`src/common/swd_pkg.sv`:
```
/*
 * swd_pkg: constants, state enum and bus carriers for the supervisor
 * watchdog and chip-enable gating block.
 * Assumes one 20 MHz clock; analog comparators arrive as digital levels.
 */
package swd_pkg;

  // clock and internal oscillator rates
  localparam int unsigned SWD_CLK_HZ     = 20000000;
  localparam int unsigned SWD_OSC_HZ     = 6550;
  localparam int unsigned SWD_OSC_DIV_I  = SWD_CLK_HZ / SWD_OSC_HZ;
  localparam logic [11:0] SWD_OSC_DIV    = 12'(SWD_OSC_DIV_I);

  // internal oscillator periods in ms, then in oscillator ticks
  localparam int unsigned SWD_T_NORM_MS    = 100;
  localparam int unsigned SWD_T_LONG_MS    = 1600;
  localparam int unsigned SWD_T_RST_STD_MS = 50;
  localparam int unsigned SWD_T_RST_LNG_MS = 200;
  localparam logic [15:0] SWD_NORM_TICKS   =
    16'(SWD_T_NORM_MS * SWD_OSC_HZ / 1000);
  localparam logic [15:0] SWD_LONG_TICKS   =
    16'(SWD_T_LONG_MS * SWD_OSC_HZ / 1000);
  localparam logic [15:0] SWD_RST_STD_TICKS =
    16'(SWD_T_RST_STD_MS * SWD_OSC_HZ / 1000);
  localparam logic [15:0] SWD_RST_LNG_TICKS =
    16'(SWD_T_RST_LNG_MS * SWD_OSC_HZ / 1000);

  // external clock or capacitor mode, counted in timing-input cycles
  localparam logic [15:0] SWD_EXT_NORM    = 16'h0400;
  localparam logic [15:0] SWD_EXT_LONG    = 16'h1000;
  localparam logic [15:0] SWD_EXT_RST_STD = 16'h0200;
  localparam logic [15:0] SWD_EXT_RST_LNG = 16'h0800;

  // register map (byte addresses) and fields
  localparam logic [1:0]  SWD_IDX_CTRL   = 2'h0;
  localparam logic [1:0]  SWD_IDX_STATUS = 2'h1;
  localparam logic [1:0]  SWD_IDX_COUNT  = 2'h2;
  localparam logic [1:0]  SWD_IDX_NONE   = 2'h3;
  localparam logic [31:0] SWD_ADDR_CTRL   = 32'h0000_0000;
  localparam logic [31:0] SWD_ADDR_STATUS = 32'h0000_0004;
  localparam logic [31:0] SWD_ADDR_COUNT  = 32'h0000_0008;
  localparam int unsigned SWD_CTRL_LONG_BIT = 0;
  localparam logic        SWD_CTRL_LONG_RST = 1'b0;
  localparam logic [1:0]  SWD_HTRANS_NONSEQ = 2'h2;

  typedef enum logic [1:0] {
    SWD_HOLD,
    SWD_PULSE,
    SWD_WATCH
  } swd_state_t;

  typedef struct packed {
    logic        hsel;
    logic [31:0] haddr;
    logic [1:0]  htrans;
    logic        hwrite;
    logic [2:0]  hsize;
    logic [31:0] hwdata;
    logic        hready;
  } swd_ahb_req_t;

  typedef struct packed {
    logic        hreadyout;
    logic        hresp;
    logic [31:0] hrdata;
  } swd_ahb_rsp_t;

  typedef struct packed {
    swd_state_t  st;
    logic [15:0] cnt;
    logic        post;
    logic        expired_n;
    logic        rst_n;
    logic        pf_flag_n;
    logic        ce_n;
    logic        kick_smp;
    logic        tin_d;
    logic [11:0] div;
    logic        long_dly;
    logic        bus_wr;
    logic [1:0]  bus_idx;
    logic [31:0] rdata;
  } swd_regs_t;

endpackage : swd_pkg

```
`src/core/swd_supervisor.sv`:
```
/*
 * swd_supervisor: chip-enable gating, power-fail flag and watchdog with
 * reset pulse generation, plus an AHB-Lite register slave.
 * Assumes all inputs synchronous to mclk; comparators and "floating"
 * pin states are supplied as digital levels.
 */
// Local design decisions: the register offsets and the AHB-Lite slave port.
`timescale 1ns/100ps
// Summary of operation
// - valid supply passes chip-enable straight through
// - below reset threshold forces chip-enable high
// - below battery also forces chip-enable high
// - power-fail flag low while input below reference
// - battery backup ignores power-fail comparator
// - missed kick yields reset pulse of set width
// - post-reset long timeout until first kick
// - watchdog counter restarts at reset pulse end
// - stuck kick repeats resets at long interval
// - floating kick disables watchdog supervision
// - expired flag low until next kick transition
// - expired flag high when supply below threshold
// - internal oscillator, timing input picks timeout
// - external clock mode counts timing-input cycles
// - external mode reset width per variant
// - internal mode reset width per variant
// - capacitor mode scales with oscillator frequency
// - internal oscillator at fixed nominal rate
module swd_supervisor
  import swd_pkg::*;
#(
  parameter logic [11:0] OSC_DIV        = SWD_OSC_DIV,
  parameter logic [15:0] WDT_LONG_TICKS = SWD_LONG_TICKS
) (
  input  wire logic         mclk,
  input  wire logic         sys_rst,
  input  wire logic         supply_below_reset,
  input  wire logic         supply_below_batt,
  input  wire logic         pf_below_ref,
  input  wire logic         ce_in_n,
  input  wire logic         watchdog_kick_input,
  input  wire logic         kick_floating,
  input  wire logic         oscillator_source_select,
  input  wire logic         oscillator_source_select_floating,
  input  wire logic         oscillator_timing_input,
  input  wire logic         oscillator_timing_input_floating,
  input  wire swd_ahb_req_t ahb_req,
  output swd_ahb_rsp_t      ahb_rsp,
  output logic              ce_out_n,
  output logic              power_fail_flag_n,
  output logic              watchdog_expired_n,
  output logic              reset_out_n
);

  if (OSC_DIV < 12'h002) begin : g_bad_div
    $error("swd_supervisor: OSC_DIV must be at least 2");
  end
  if (WDT_LONG_TICKS < 16'h0002) begin : g_bad_long
    $error("swd_supervisor: WDT_LONG_TICKS must be at least 2");
  end

  swd_regs_t r_r;
  swd_regs_t r_nxt;

  logic        ext_mode;
  logic        supply_bad;
  logic        tick;
  logic        kick_tr;
  logic        expire;
  logic        pulse_done;
  logic [15:0] tmo;
  logic [15:0] width;
  logic [1:0]  addr_idx;
  logic        bus_take;
  logic [31:0] status;

  // external timing only when the select pin is driven low
  function automatic logic ext_sel(
    input logic sel,
    input logic sel_float
  );
    ext_sel = (sel == 1'b0) && !sel_float;
  endfunction : ext_sel

  // terminal count test, shared by watch and pulse phases
  function automatic logic at_end(
    input logic [15:0] cnt,
    input logic [15:0] lim
  );
    at_end = (cnt >= lim - 16'h0001);
  endfunction : at_end

  function automatic logic [15:0] pick_tmo(
    input logic        post,
    input logic        ext,
    input logic        in_float,
    input logic [15:0] long_ticks
  );
    if (post) begin
      pick_tmo = ext ? SWD_EXT_LONG : long_ticks;
    end else if (ext) begin
      pick_tmo = SWD_EXT_NORM;
    end else if (in_float) begin
      pick_tmo = long_ticks;
    end else begin
      pick_tmo = SWD_NORM_TICKS;
    end
  endfunction : pick_tmo

  // reset width per mode and variant
  function automatic logic [15:0] pick_width(
    input logic ext,
    input logic long_dly
  );
    if (ext) begin
      pick_width = long_dly ? SWD_EXT_RST_LNG : SWD_EXT_RST_STD;
    end else begin
      pick_width = long_dly ? SWD_RST_LNG_TICKS : SWD_RST_STD_TICKS;
    end
  endfunction : pick_width

  // word-aligned decode; anything else reads as unmapped
  function automatic logic [1:0] decode_idx(
    input logic [31:0] addr
  );
    if ((addr[31:4] == 28'h0000000) && (addr[1:0] == 2'h0)) begin
      decode_idx = addr[3:2];
    end else begin
      decode_idx = SWD_IDX_NONE;
    end
  endfunction : decode_idx

  // status word, bit order fixed for software
  function automatic logic [31:0] pack_status(
    input logic ext,
    input logic ce_n,
    input logic pf_n,
    input logic post,
    input logic exp_n,
    input logic rst_n
  );
    pack_status      = 32'h0000_0000;
    pack_status[5:0] = {ext, ce_n, pf_n, post, exp_n, rst_n};
  endfunction : pack_status

  // read mux; unmapped words read zero
  function automatic logic [31:0] read_mux(
    input logic [1:0]  idx,
    input logic        long_dly,
    input logic [31:0] stat,
    input logic [15:0] cnt
  );
    read_mux = 32'h0000_0000;
    case (idx)
      SWD_IDX_CTRL: begin
        read_mux[0] = long_dly;
      end
      SWD_IDX_STATUS: begin
        read_mux = stat;
      end
      SWD_IDX_COUNT: begin
        read_mux[15:0] = cnt;
      end
      default: begin
        read_mux = 32'h0000_0000;
      end
    endcase
  endfunction : read_mux

  // power-up image: reset pulse pending, flags idle high
  function automatic swd_regs_t reset_regs();
    swd_regs_t v;
    v           = '0;
    v.st        = SWD_HOLD;
    v.cnt       = 16'h0000;
    v.post      = 1'b1;
    v.expired_n = 1'b1;
    v.rst_n     = 1'b0;
    v.pf_flag_n = 1'b1;
    v.ce_n      = 1'b1;
    v.kick_smp  = 1'b0;
    v.tin_d     = 1'b0;
    v.div       = 12'h000;
    v.long_dly  = SWD_CTRL_LONG_RST;
    v.bus_wr    = 1'b0;
    v.bus_idx   = SWD_IDX_NONE;
    v.rdata     = 32'h0000_0000;
    reset_regs  = v;
  endfunction : reset_regs

  always_comb begin
    r_nxt      = r_r;
    ext_mode   = ext_sel(oscillator_source_select, oscillator_source_select_floating);
    supply_bad = supply_below_reset || supply_below_batt;

    tick        = 1'b0;
    r_nxt.tin_d = oscillator_timing_input;
    if (ext_mode) begin
      tick      = oscillator_timing_input && !r_r.tin_d;
      r_nxt.div = 12'h000;
    end else if (r_r.div >= OSC_DIV - 12'h001) begin
      tick      = 1'b1;
      r_nxt.div = 12'h000;
    end else begin
      r_nxt.div = r_r.div + 12'h001;
    end

    // kick resampled per tick, either edge
    // slow sampling filters glitches shorter than a tick
    kick_tr = tick && (watchdog_kick_input != r_r.kick_smp);
    if (tick) begin
      r_nxt.kick_smp = watchdog_kick_input;
    end

    tmo        = pick_tmo(r_r.post, ext_mode, oscillator_timing_input_floating,
                          WDT_LONG_TICKS);
    width      = pick_width(ext_mode, r_r.long_dly);
    expire     = tick && at_end(r_r.cnt, tmo);
    pulse_done = tick && at_end(r_r.cnt, width);

    // any kick edge clears the expired flag
    if (kick_tr) begin
      r_nxt.expired_n = 1'b1;
    end

    case (r_r.st)
      SWD_HOLD: begin
        // one cycle here, then the pulse is timed
        r_nxt.st  = SWD_PULSE;
        r_nxt.cnt = 16'h0000;
      end
      SWD_PULSE: begin
        if (pulse_done) begin
          r_nxt.st   = SWD_WATCH;
          r_nxt.cnt  = 16'h0000;
          r_nxt.post = 1'b1;
        end else if (tick) begin
          r_nxt.cnt = r_r.cnt + 16'h0001;
        end
      end
      SWD_WATCH: begin
        if (kick_floating) begin
          r_nxt.cnt = 16'h0000;
        end else if (kick_tr) begin
          r_nxt.cnt  = 16'h0000;
          r_nxt.post = 1'b0;
        end else if (expire) begin
          r_nxt.st        = SWD_PULSE;
          r_nxt.cnt       = 16'h0000;
          r_nxt.expired_n = 1'b0;
          r_nxt.post      = 1'b1;
        end else if (tick) begin
          r_nxt.cnt = r_r.cnt + 16'h0001;
        end
      end
      default: begin
        r_nxt.st = SWD_HOLD;
      end
    endcase

    // low supply holds reset, clears expiry
    // battery backup also holds reset, as in a power loss
    if (supply_bad) begin
      r_nxt.st        = SWD_HOLD;
      r_nxt.cnt       = 16'h0000;
      r_nxt.post      = 1'b1;
      r_nxt.expired_n = 1'b1;
    end
    r_nxt.rst_n = (r_nxt.st == SWD_WATCH);

    // registered copy gives the delay
    // one mclk of lag, well inside a ram cycle at this rate
    r_nxt.ce_n = ce_in_n || supply_bad;

    r_nxt.pf_flag_n = supply_below_batt ? 1'b0 : !pf_below_ref;

    // bus: decode address phase, write lands in data phase
    status   = pack_status(ext_mode, r_r.ce_n, r_r.pf_flag_n,
                           r_r.post, r_r.expired_n, r_r.rst_n);
    addr_idx = decode_idx(ahb_req.haddr);
    bus_take = ahb_req.hsel && ahb_req.hready && ahb_req.htrans[1];
    if (r_r.bus_wr && (r_r.bus_idx == SWD_IDX_CTRL)) begin
      r_nxt.long_dly = ahb_req.hwdata[SWD_CTRL_LONG_BIT];
    end
    r_nxt.bus_wr = 1'b0;
    if (bus_take) begin
      r_nxt.bus_wr  = ahb_req.hwrite;
      r_nxt.bus_idx = addr_idx;
      r_nxt.rdata   = 32'h0000_0000;
      if (!ahb_req.hwrite) begin
        // data registered at the address edge, stands in data phase
        r_nxt.rdata = read_mux(addr_idx, r_r.long_dly, status, r_r.cnt);
      end
    end
  end

  always_ff @(posedge mclk) begin
    if (sys_rst) begin
      r_r <= reset_regs();
    end else begin
      r_r <= r_nxt;
    end
  end

  // zero-wait slave, always OKAY
  assign ahb_rsp.hreadyout = 1'b1;
  assign ahb_rsp.hresp     = 1'b0;
  assign ahb_rsp.hrdata    = r_r.rdata;

  // all pin outputs straight from flip-flops
  assign ce_out_n           = r_r.ce_n;
  assign power_fail_flag_n  = r_r.pf_flag_n;
  assign watchdog_expired_n = r_r.expired_n;
  assign reset_out_n        = r_r.rst_n;

endmodule : swd_supervisor

```
`config.mk`:
```
export PLATFORM = sky130hd
export DESIGN_NAME = swd_supervisor
export DESIGN_NICKNAME = d
export VERILOG_FILES = /design/src/common/swd_pkg.sv /design/src/core/swd_supervisor.sv
export SDC_FILE = /design/constraint.sdc
export NUM_CORES = 1
export LEC_CHECK = 0
export ABC_AREA = 1
export BUFFER_PORTS_ARGS = -buffer_cell sky130_fd_sc_hd__buf_2
export CORE_AREA = 10 10 104 106
export CTS_BUF_LIST = sky130_fd_sc_hd__clkbuf_8
export DETAILED_ROUTE_END_ITERATION = 8
export DIE_AREA = 0 0 114 116
export PLACE_DENSITY_LB_ADDON = 0.2
export SLEW_MARGIN = 20
export SYNTH_ARGS = -nofsm -noshare
export SYNTH_HDL_FRONTEND = slang
export SYNTH_SLANG_ARGS = --single-unit
```
`constraint.sdc`:
```
create_clock -name mclk -period 2.8 [get_ports mclk]
set_input_delay 0.56 -clock mclk [delete_from_list [all_inputs] [get_ports mclk]]
set_output_delay 0.56 -clock mclk [all_outputs]
set_load 0.02 [all_outputs]
```
After elaboration in Yosys (flattened, before gate mapping). Cells that the tools add are included.

Add/subtract/negate cells: 4. Magnitude comparators: 3. Equal/unequal tests: 9. Mux-type cells: 33. Bitwise logic cells: 2. Reductions and logical operators: 25.

Operators with widths (count): $mux 16 (5); $mux 14 (4); $pmux 16 s3 (1); $ge 16x16->1 (2); $sub 16x1->16 const B (2); $pmux 15 s2 (1); $logic_not 28->1 (1); $mux 12 (2); $mux 20 (1); $mux 17 (1); $add 16x1->16 const B (1); $mux 2 (7); $add 12x1->12 const B (1); $ge 12x12->1 const B (1); $mux 11 (1); $logic_and 1x1->1 (9); $logic_not 2->1 (4); $mux 1 (7); $eq 2x2->1 const B (3); $pmux 2 s3 (1); $eq 2x1->1 const B (2); $ne 2x2->1 const B (2); $reduce_and 4->1 (1); $reduce_or 2->1 (2); 10 further kinds (14).

Register bits: 73. Output and inout port bits: 38.

Depth between registers and ports, before layout. Gate-level depths: netlist of run 1.

Depth after elaboration: 13. Depth in mapped cells: 22. Mapped depth without buffers: 22.

Worst setup path after synthesis of run 1. No wires, ideal clock.

Path type: input to register. From: in oscillator_source_select. To: reg r_r[58] (netlist name). Arrival: 2.606 ns. Path slack: 0.123 ns. Cell stages on the path: 19. Buffers on the path: 2. Cells stage by stage: nor2_1 buf_2 nor2_1 inv_1 ha_1 nand2_1 o21ai_0 inv_1 ha_1 nand3_1 nand2_1 a21oi_1 nand2_1 nand2_2 nand3_2 nand2_4 buf_12 nand3_2 a21oi_2.

Word-level cells in the longest chain between the ends: 11. Elaborated cells on any way between the ends: 20. Those cells by class: add/sub: 2; order compare: 2; mux: 11; bitwise: 1; reduce/logical: 4.

RTL lines: from (decl) (line swd_supervisor.sv:42) `input wire logic oscillator_source_select,`; $not 1->1 * (line swd_supervisor.sv:81) `ext_sel = (sel == 1'b0) && !sel_float;`; $logic_and 1x1->1 * (line swd_supervisor.sv:81); $mux 14, on equally long branches (line swd_supervisor.sv:100, swd_supervisor.sv:99); $mux 14 (line swd_supervisor.sv:98) `if (post) begin`; $sub 16x1->16 (line swd_supervisor.sv:89) `at_end = (cnt >= lim - 16'h0001);`; $ge 16x16->1 (line swd_supervisor.sv:89); $logic_and 1x1->1 (line swd_supervisor.sv:217) `expire = tick && at_end(r_r.cnt, tmo);`; $mux 16 (line swd_supervisor.sv:246) `end else if (expire) begin`; $mux 17 (line swd_supervisor.sv:243) `end else if (kick_tr) begin`; $mux 16 (line swd_supervisor.sv:241) `if (kick_floating) begin`; $pmux 16 s3 * (line swd_supervisor.sv:225) `case (r_r.st)`; to (signal assigned) (line swd_supervisor.sv:298) `r_r <= reset_regs();`; to (signal assigned) (line swd_supervisor.sv:300) `r_r <= r_nxt;`; to (decl) (line swd_supervisor.sv:61) `swd_regs_t r_r;`.

Every way passes the cells marked *; elsewhere a longest branch is shown, timed or not. A chain may end at the register's enable or synchronous reset.

Worst setup path in the final report of run 1.
From: reg r_r[54] (netlist name). To: reg r_r[59] (netlist name).

Word-level cells in the longest chain between the ends: 8.

RTL lines (line): $mux 14 (swd_supervisor.sv:98); $sub 16x1->16 (swd_supervisor.sv:89); $ge 16x16->1 (swd_supervisor.sv:89); $logic_and 1x1->1 (swd_supervisor.sv:217); $mux 16 (swd_supervisor.sv:246); $mux 17 (swd_supervisor.sv:243); $mux 16 (swd_supervisor.sv:241); $pmux 16 s3 (swd_supervisor.sv:225).

Every way passes these cells.

==> qor.txt, run 1 <==
FLOW RUN
----------------------------------------------------------------------------------------
Max cap viols                                                                          0

FLOORPLAN
----------------------------------------------------------------------------------------
Height of the chip                                                                116 µm
Placeable core region                                                           8680 µm²
Initial core utilization                                                           0.479
Std cell rows                                                                         34
Floorplan die area                                                             13200 µm²
Number of top-level pins                                                             122
Overall die width                                                                 114 µm

PLACEMENT
----------------------------------------------------------------------------------------
Detailed Place HPWL                                                              8350 µm
RD Place Congestion                                                                0.831
Post-DP Area                                                                    4460 µm²
Number of buffer cells added on primary ports                                         68

STATUS
----------------------------------------------------------------------------------------
Result of the run                                                              completed

YOSYS
----------------------------------------------------------------------------------------
Synthesis Warnings                                                                     0
Number of synthesized flops with an enable pin                                         0
Mapped Avg Cell Area                                                            6.82 µm²
Post-Synthesis Cells                                                                 609
Total standard cell area after synthesis                                        4150 µm²
Post-synth top flop                                                         sky130_fd_sc_hd__dfxtp_1
Share of synthesized area occupied by flip-flops and latches                       0.275
Async set-or-reset flop fraction in the synthesized netlist                            0
Number of storage elements in the synthesis netlist                                   57
Synth unique cells                                                                    40

LAYOUT
----------------------------------------------------------------------------------------
Number of nets in the layout                                                         793
# fillers                                                                            849
Layout cell share with drive strength beyond 1                                     0.222
Number of inserted diodes                                                              0
Synth-to-layout area growth                                                        15.5%
Sequential standard cell area                                                   1140 µm²
Multi-input gate area in the final layout                                       2510 µm²
Final Instance Area                                                             4800 µm²

ROUTE
----------------------------------------------------------------------------------------
Number of search-and-repair iterations in the first detailed-routing pass              5
Number of vias per cell                                                             5.13
Total routed wirelength                                                         10900 µm
Number of remaining DRC errors                                                         0
Starting DRT DRC Count                                                               218
Wire length per cell after detailed routing                                      13.9 µm
Number of antenna-violating nets in the routed design                                  0
Vias                                                                                4036

TIMING
----------------------------------------------------------------------------------------
Maximum achievable frequency                                                     386 MHz
Final hold violation count                                                             0
Worst clock skew                                                              0.00727 ns
Fraction of the cycle the final worst path needs                                   0.926
Post-route worst hold slack                                                     0.399 ns
Post-Route Setup TNS                                                                0 ns
Setup violations, final                                                                0
Min cycle time layout                                                            2.59 ns
Total count of max-transition violations in the final report                           0

GLOBAL ROUTING
----------------------------------------------------------------------------------------
GR Overflow Total                                                                      0
First-pass GRT wire length                                                      17700 µm
Pin count of the biggest net entering global routing                                  35
Via count of the first global-routing pass                                          3908
Initial antenna violation count                                                        0
Overall fraction of global-route tracks in use                                     0.160

WORST HOLD PATH
----------------------------------------------------------------------------------------
Class of the most critical hold timing path                                    in -> reg
Startpoint of the most critical hold path                                        ce_in_n

CRITICAL PATH
----------------------------------------------------------------------------------------
Nature of the critical path endpoint                                           flip-flop
Worst-path fanout max                                                                  8
Critical Path Source Type                                                      flip-flop
Critical path type                                                            reg -> reg
Arrival time at the worst endpoint                                               2.86 ns
Worst setup path startpoint                                                      r_r[54]
Data required time of the worst path                                             3.07 ns
Startpoint of the worst register-to-register path                                r_r[54]

POWER
----------------------------------------------------------------------------------------
IR Drop Worst-Case VDD                                                          0.273 mV
Power per cell area                                                           408 nW/µm²
Static Leak                                                                   0.00221 µW

CLOCKING
----------------------------------------------------------------------------------------
Clock sink count                                                                      57
Clock tree from TritonCTS                                                          built
Insertion delay to the later sink of the worst-skew pair                         0.34 ns
Total number of H-tree levels                                                          3
Number of buffers added by the clock tree synthesis step                               9
Clock tree buffer depth                                                                2
Clock slew at reported path FFs                                                  0.07 ns
Cell at the root of the clock tree                                          sky130_fd_sc_hd__clkbuf_8

cells in the mapped netlist (3+ instances only):
cell type / number / area (µm²)
sky130_fd_sc_hd__a21oi_1: 34 / 170
sky130_fd_sc_hd__a21oi_2: 10 / 87.6
sky130_fd_sc_hd__buf_4: 35 / 263
sky130_fd_sc_hd__clkbuf_1: 9 / 33.8
sky130_fd_sc_hd__dfxtp_1: 57 / 1140
sky130_fd_sc_hd__ha_1: 35 / 438
sky130_fd_sc_hd__inv_1: 79 / 297
sky130_fd_sc_hd__nand2_1: 129 / 484
sky130_fd_sc_hd__nand2_2: 6 / 37.5
sky130_fd_sc_hd__nand3_1: 31 / 155
sky130_fd_sc_hd__nand3_2: 11 / 110
sky130_fd_sc_hd__nand4_1: 10 / 62.6
sky130_fd_sc_hd__nor2_1: 64 / 240
sky130_fd_sc_hd__nor3_1: 17 / 85.1
sky130_fd_sc_hd__nor4_1: 10 / 62.6
sky130_fd_sc_hd__o21ai_0: 27 / 135
sky130_fd_sc_hd__o22ai_1: 3 / 18.8
sky130_fd_sc_hd__or2_2: 5 / 31.3
sky130_fd_sc_hd__xor2_1: 10 / 87.6
per-stage QoR:
stage               worst slack, ns  total power (µW)   util  instances
floorplan                     0.123               965      -        627
finish                        0.208              1960  0.553        787
global route                -0.0271              2020  0.553        787
CTS                           0.126              1970  0.542        785
detailed placement           -0.210              1010  0.514        769
global placement             -0.139              1000  0.514        769
layer usage:
| metal | global-route usage | share of wire |
|---|---|---|
| met5 | 0 | 0 |
| met4 | 0.0368 | 0.014 |
| met3 | 0.0475 | 0.070 |
| met2 | 0.272 | 0.47 |
| met1 | 0.195 | 0.44 |
cell type report:
| cell class | count | area share |
|---|---|---|
| multi-input combinational | 441 | 0.523 |
| sequential | 57 | 0.238 |
| timing repair buffer | 84 | 0.0960 |
| inverter | 81 | 0.0634 |
| clock buffer | 10 | 0.0287 |
| tap | 108 | 0.0282 |
| clock inverter | 6 | 0.0222 |
critical path: stages (launching register included):
cell,delay [ns]
sky130_fd_sc_hd__dfxtp_2,0.33
sky130_fd_sc_hd__nor2_1,0.10
sky130_fd_sc_hd__inv_1,0.07
sky130_fd_sc_hd__nor2_2,0.13
sky130_fd_sc_hd__inv_2,0.06
sky130_fd_sc_hd__ha_1,0.20
sky130_fd_sc_hd__xor2_1,0.17
sky130_fd_sc_hd__ha_1,0.33
sky130_fd_sc_hd__nand2_2,0.08
sky130_fd_sc_hd__inv_1,0.05
sky130_fd_sc_hd__a21oi_2,0.12
sky130_fd_sc_hd__nand3_1,0.10
sky130_fd_sc_hd__nand2_1,0.08
sky130_fd_sc_hd__nand2_2,0.09
sky130_fd_sc_hd__nand2_4,0.09
sky130_fd_sc_hd__nand3_4,0.15
sky130_fd_sc_hd__nand2_8,0.17
sky130_fd_sc_hd__nand3_1,0.08
sky130_fd_sc_hd__a21oi_1,0.12
worst paths after layout:
| path | to | slack (ns) | depth (start not counted) |
|---|---|---|---|
| setup / recovery | r_r[59] | 0.21 | 18 |
| hold / removal | ce_out_n | 0.40 | 2 |
| setup reg to reg | r_r[59] | 0.21 | 18 |
| hold reg to reg | ahb_rsp[10] | 0.46 | 2 |
state kept, by name (all words and copies together), names as in the netlist:
name                cells
ahb_rsp                16
ce_out_n                1
power_fail_flag_n       1
r_r                    37
reset_out_n             1
watchdog_expired_n      1
cell usage in the layout, fill, tap and decap left out, types with 12 or more instances in the layout:
cell type and count:
sky130_fd_sc_hd__dfxtp_1 56, sky130_fd_sc_hd__conb_1 20, sky130_fd_sc_hd__inv_1 79, sky130_fd_sc_hd__buf_4 16, sky130_fd_sc_hd__nor2_1 63, sky130_fd_sc_hd__nand3_1 29, sky130_fd_sc_hd__buf_2 68, sky130_fd_sc_hd__a21oi_1 32
sky130_fd_sc_hd__nor3_1 17, sky130_fd_sc_hd__a21oi_2 12, sky130_fd_sc_hd__o21ai_0 27, sky130_fd_sc_hd__nand2_1 125, sky130_fd_sc_hd__ha_1 34, sky130_fd_sc_hd__nand3_2 12
cell families (layout without fill, tap and decap cells):
group / Yosys count / after routing / share of synthesized area
AO/OA/AOI/OAI: 82 / 82 / 0.114
adder cells (fa/ha/maj): 35 / 35 / 0.105
XOR/XNOR: 11 / 11 / 0.0232
other: 2 / 20 / 0.00181
buffers and inverters: 130 / 181 / 0.157
flip-flops: 57 / 57 / 0.275
AND/OR/NAND/NOR: 292 / 293 / 0.324
power breakdown:
group / internal [µW] / switching, µW
Combinational: 58.8 / 112
Sequential: 819 / 5.65
Clock: 611 / 351
Total: 1490 / 469
what timing repair did:
item	4_1_cts	5_1_grt
endpoints found under the setup margin	0	20
resized for setup	0	16
hold buffers	0	0
setup buffers	0	1
hold endpoints to repair	0	0
(Power assumes the default switching activity.)
==> inputs of run 2 (changes only) <==
- BUFFER_PORTS_ARGS: -buffer_cell sky130_fd_sc_hd__buf_2 -> unset
- CORE_AREA: 10 10 104 106 -> 10 10 120 122
- DIE_AREA: 0 0 114 116 -> 0 0 130 132
- DONT_BUFFER_PORTS: unset -> 1
==> run 2 against run 1 <==
Net effect: critical path depth is the same; sequential power grew 0.5%; clock power shrank 13%; wire length grew 2.2%; non-clock buffer count shrank 69; setup slack gained 0.065 ns; register-to-register slack gained 0.06 ns; critical path type unchanged; largest cell class unchanged; largest power group unchanged; highest routed layer unchanged.
==> qor.txt, run 2 (synthesized netlist as in run 1, its figures left out) <==
STATUS
----------------------------------------------------------------------------------------
Result of the run                                                              completed

LAYOUT
----------------------------------------------------------------------------------------
Layout cell share with drive strength beyond 1                                     0.125   -0.0976
Most frequent cells in the layout                                           sky130_fd_sc_hd__nand2_1, sky130_fd_sc_hd__inv_1, sky130_fd_sc_hd__nor2_1, sky130_fd_sc_hd__dfxtp_1, sky130_fd_sc_hd__ha_1
Synth-to-layout area growth                                                        7.02%
Number of nets in the layout                                                         724   -8.7%
Register with the highest flop count                                                 r_r
Final std cells w/o fill                                                             757   -3.8%
# fillers                                                                           1312   +55%
Post-layout utilization of the core                                                0.373   -0.180
Most frequent standard cell in the layout excluding fill and tap cells      sky130_fd_sc_hd__nand2_1
Max FFs per register                                                                  37   unchanged
Final Instance Area                                                             4450 µm²   -7.3%

CLOCKING
----------------------------------------------------------------------------------------
Hold buffer count at cts                                                               0   unchanged
Clock tree from TritonCTS                                                          built
Clock slew at reported path FFs                                                  0.06 ns   about the same
Insertion delay to the later sink of the worst-skew pair                         0.34 ns   about the same
Cell at the root of the clock tree                                          sky130_fd_sc_hd__clkbuf_8
Number of buffers added by the clock tree synthesis step                               9   unchanged
Setup Buffers After CTS                                                                0   unchanged
Total number of H-tree levels                                                          3   unchanged
Clock tree buffer depth                                                                2   unchanged
Clock sink count                                                                      57   unchanged

POWER
----------------------------------------------------------------------------------------
Power after layout                                                               1790 µW   -8.5%
Static Leak                                                                   0.00190 µW   -14%
Power per cell area                                                           403 nW/µm²   -1.2%
IR Drop Worst-Case VDD                                                          0.275 mV   +0.58%

CRITICAL PATH
----------------------------------------------------------------------------------------
Critical path type                                                            reg -> reg
Critical Path Source Type                                                      flip-flop
Arrival time at the worst endpoint                                               2.81 ns   -0.05 ns
Nature of the critical path endpoint                                           flip-flop
Data required time of the worst path                                             3.08 ns   about the same
Worst-path fanout max                                                                  8   unchanged

ROUTE
----------------------------------------------------------------------------------------
Number of vias per cell                                                             4.89   -4.6%
Wire length per cell after detailed routing                                      14.8 µm   +6.3%
Vias                                                                                3703   -8.3%
Number of remaining DRC errors                                                         0   unchanged
Starting DRT DRC Count                                                               232   +6.4%
Total routed wirelength                                                         11200 µm   +2.2%
Number of search-and-repair iterations in the first detailed-routing pass              4   -1
Number of antenna-violating nets in the routed design                                  0   unchanged

GLOBAL ROUTING
----------------------------------------------------------------------------------------
Overall fraction of global-route tracks in use                                     0.128   -0.0321
First-pass GRT wire length                                                      17900 µm   +1.5%
Via count of the first global-routing pass                                          3601   -7.9%
GR Overflow Total                                                                      0   unchanged
Initial antenna violation count                                                        1   +1
Pin count of the biggest net entering global routing                                  29   -17%

FLOW RUN
----------------------------------------------------------------------------------------
Max cap viols                                                                          0   unchanged

PLACEMENT
----------------------------------------------------------------------------------------
Placed Cells incl. Taps                                                              740   -3.8%
Post-DP Area                                                                    4170 µm²   -6.5%
RD Place Congestion                                                                0.848   +2.1%
Number of buffer cells added on primary ports                                          0   -100%
Detailed Place HPWL                                                              8690 µm   +4.1%

FLOORPLAN
----------------------------------------------------------------------------------------
Overall die width                                                                 130 µm   +14%
Initial core utilization                                                           0.349   -0.130
Number of top-level pins                                                             122   unchanged
Placeable core region                                                          11900 µm²   +37%
Height of the chip                                                                132 µm   +14%
Std cell rows                                                                         40   +18%
Floorplan die area                                                             17200 µm²   +30%

TIMING
----------------------------------------------------------------------------------------
Min cycle time layout                                                            2.53 ns   -0.0650 ns
Worst clock skew                                                              0.00675 ns   -0.000523 ns
Slew Limit Headroom                                                                0.487
Fraction of the cycle the final worst path needs                                   0.903   -0.0232
Actual transition at the worst max-transition pin                               0.767 ns
Setup violations, final                                                                0   unchanged
Maximum achievable frequency                                                     396 MHz   +2.6%
Total count of max-transition violations in the final report                           0   unchanged
Final hold violation count                                                             0   unchanged

WORST HOLD PATH
----------------------------------------------------------------------------------------
Class of the most critical hold timing path                                    in -> reg

run 2: cell types whose count changed in the layout (fill, tap and decap cells not counted), moves of 2 or more:
cell                      previous run  this run
sky130_fd_sc_hd__a21oi_1            32        30
sky130_fd_sc_hd__nand3_2            12        10
sky130_fd_sc_hd__nand2_1           125       127
sky130_fd_sc_hd__buf_2              68         0
sky130_fd_sc_hd__nand3_1            29        31
sky130_fd_sc_hd__nand2_2             9         7
sky130_fd_sc_hd__a21oi_2            12        14
run 2: area by class of cell:
class | instances | area [µm²] | share of cell area
well taps | 147 | 184 | 0.0414
repair buffers | 15 | 113 | 0.0253
clock buffers | 10 | 138 | 0.0310
inverters | 81 | 304 | 0.0684
diodes | 1 | 2.50 | 0.000563
multi-input cells | 441 | 2490 | 0.560
flip-flops and latches | 57 | 1140 | 0.257
clock inverters | 5 | 72.6 | 0.0163
run 2: power by group:
group	switching [µW]	internal, µW	total [µW]
logic	92.5	33.1	126
clock network	326	512	838
registers	8.64	819	828
total	427	1360	1790
run 2: worst paths after layout:
check,from,end,slack [ns],depth (start not counted)
setup / recovery,r_r[54],r_r[63],0.27,18
hold / removal,sys_rst,r_r[49],0.28,1
setup reg to reg,r_r[54],r_r[63],0.27,18
hold reg to reg,r_r[36],r_r[36],0.47,1
run 2: timing repair:
| item | 4_1_cts | 5_1_grt |
|---|---|---|
| setup endpoints to repair | 0 | 20 |
| gates resized for setup | 0 | 12 |
| hold endpoints to repair | 0 | 0 |
run 2: through the flow:
| step | setup slack (ns) | setup TNS [ns] | hold slack, ns |
|---|---|---|---|
| 3_5_place_dp | -0.126 | -1.53 | 0.459 |
| 5_1_grt | -0.00741 | -0.0135 | 0.264 |
| 3_3_place_gp | -0.0575 | -0.526 | 0.446 |
| 6_report | 0.273 | 0 | 0.276 |
| 4_1_cts | 0.119 | 0 | 0.260 |
| 2_1_floorplan | 0.123 | 0 | 0.430 |
run 2: per-layer routing:
metal | global-route usage | up-vias | share of wire
li1 | - | 1906 | -
met1 | 0.155 | 1678 | 0.44
met2 | 0.207 | 99 | 0.46
met3 | 0.0430 | 20 | 0.070
met4 | 0.0425 | 0 | 0.021
met5 | 0 | - | 0
run 2: critical path: stages, from the launching register on:
cell	delay, ns
sky130_fd_sc_hd__dfxtp_1	0.33
sky130_fd_sc_hd__nor2_1	0.11
sky130_fd_sc_hd__inv_1	0.07
sky130_fd_sc_hd__nor2_2	0.10
sky130_fd_sc_hd__inv_1	0.08
sky130_fd_sc_hd__ha_1	0.21
sky130_fd_sc_hd__xor2_1	0.17
sky130_fd_sc_hd__ha_1	0.29
sky130_fd_sc_hd__nand2_1	0.08
sky130_fd_sc_hd__inv_1	0.04
sky130_fd_sc_hd__a21oi_1	0.12
sky130_fd_sc_hd__nand3_1	0.10
sky130_fd_sc_hd__nand2_1	0.08
sky130_fd_sc_hd__nand2_2	0.07
sky130_fd_sc_hd__nand2_4	0.08
sky130_fd_sc_hd__nand3_4	0.15
sky130_fd_sc_hd__nand2_8	0.14
sky130_fd_sc_hd__nand3_1	0.10
sky130_fd_sc_hd__a21oi_2	0.13
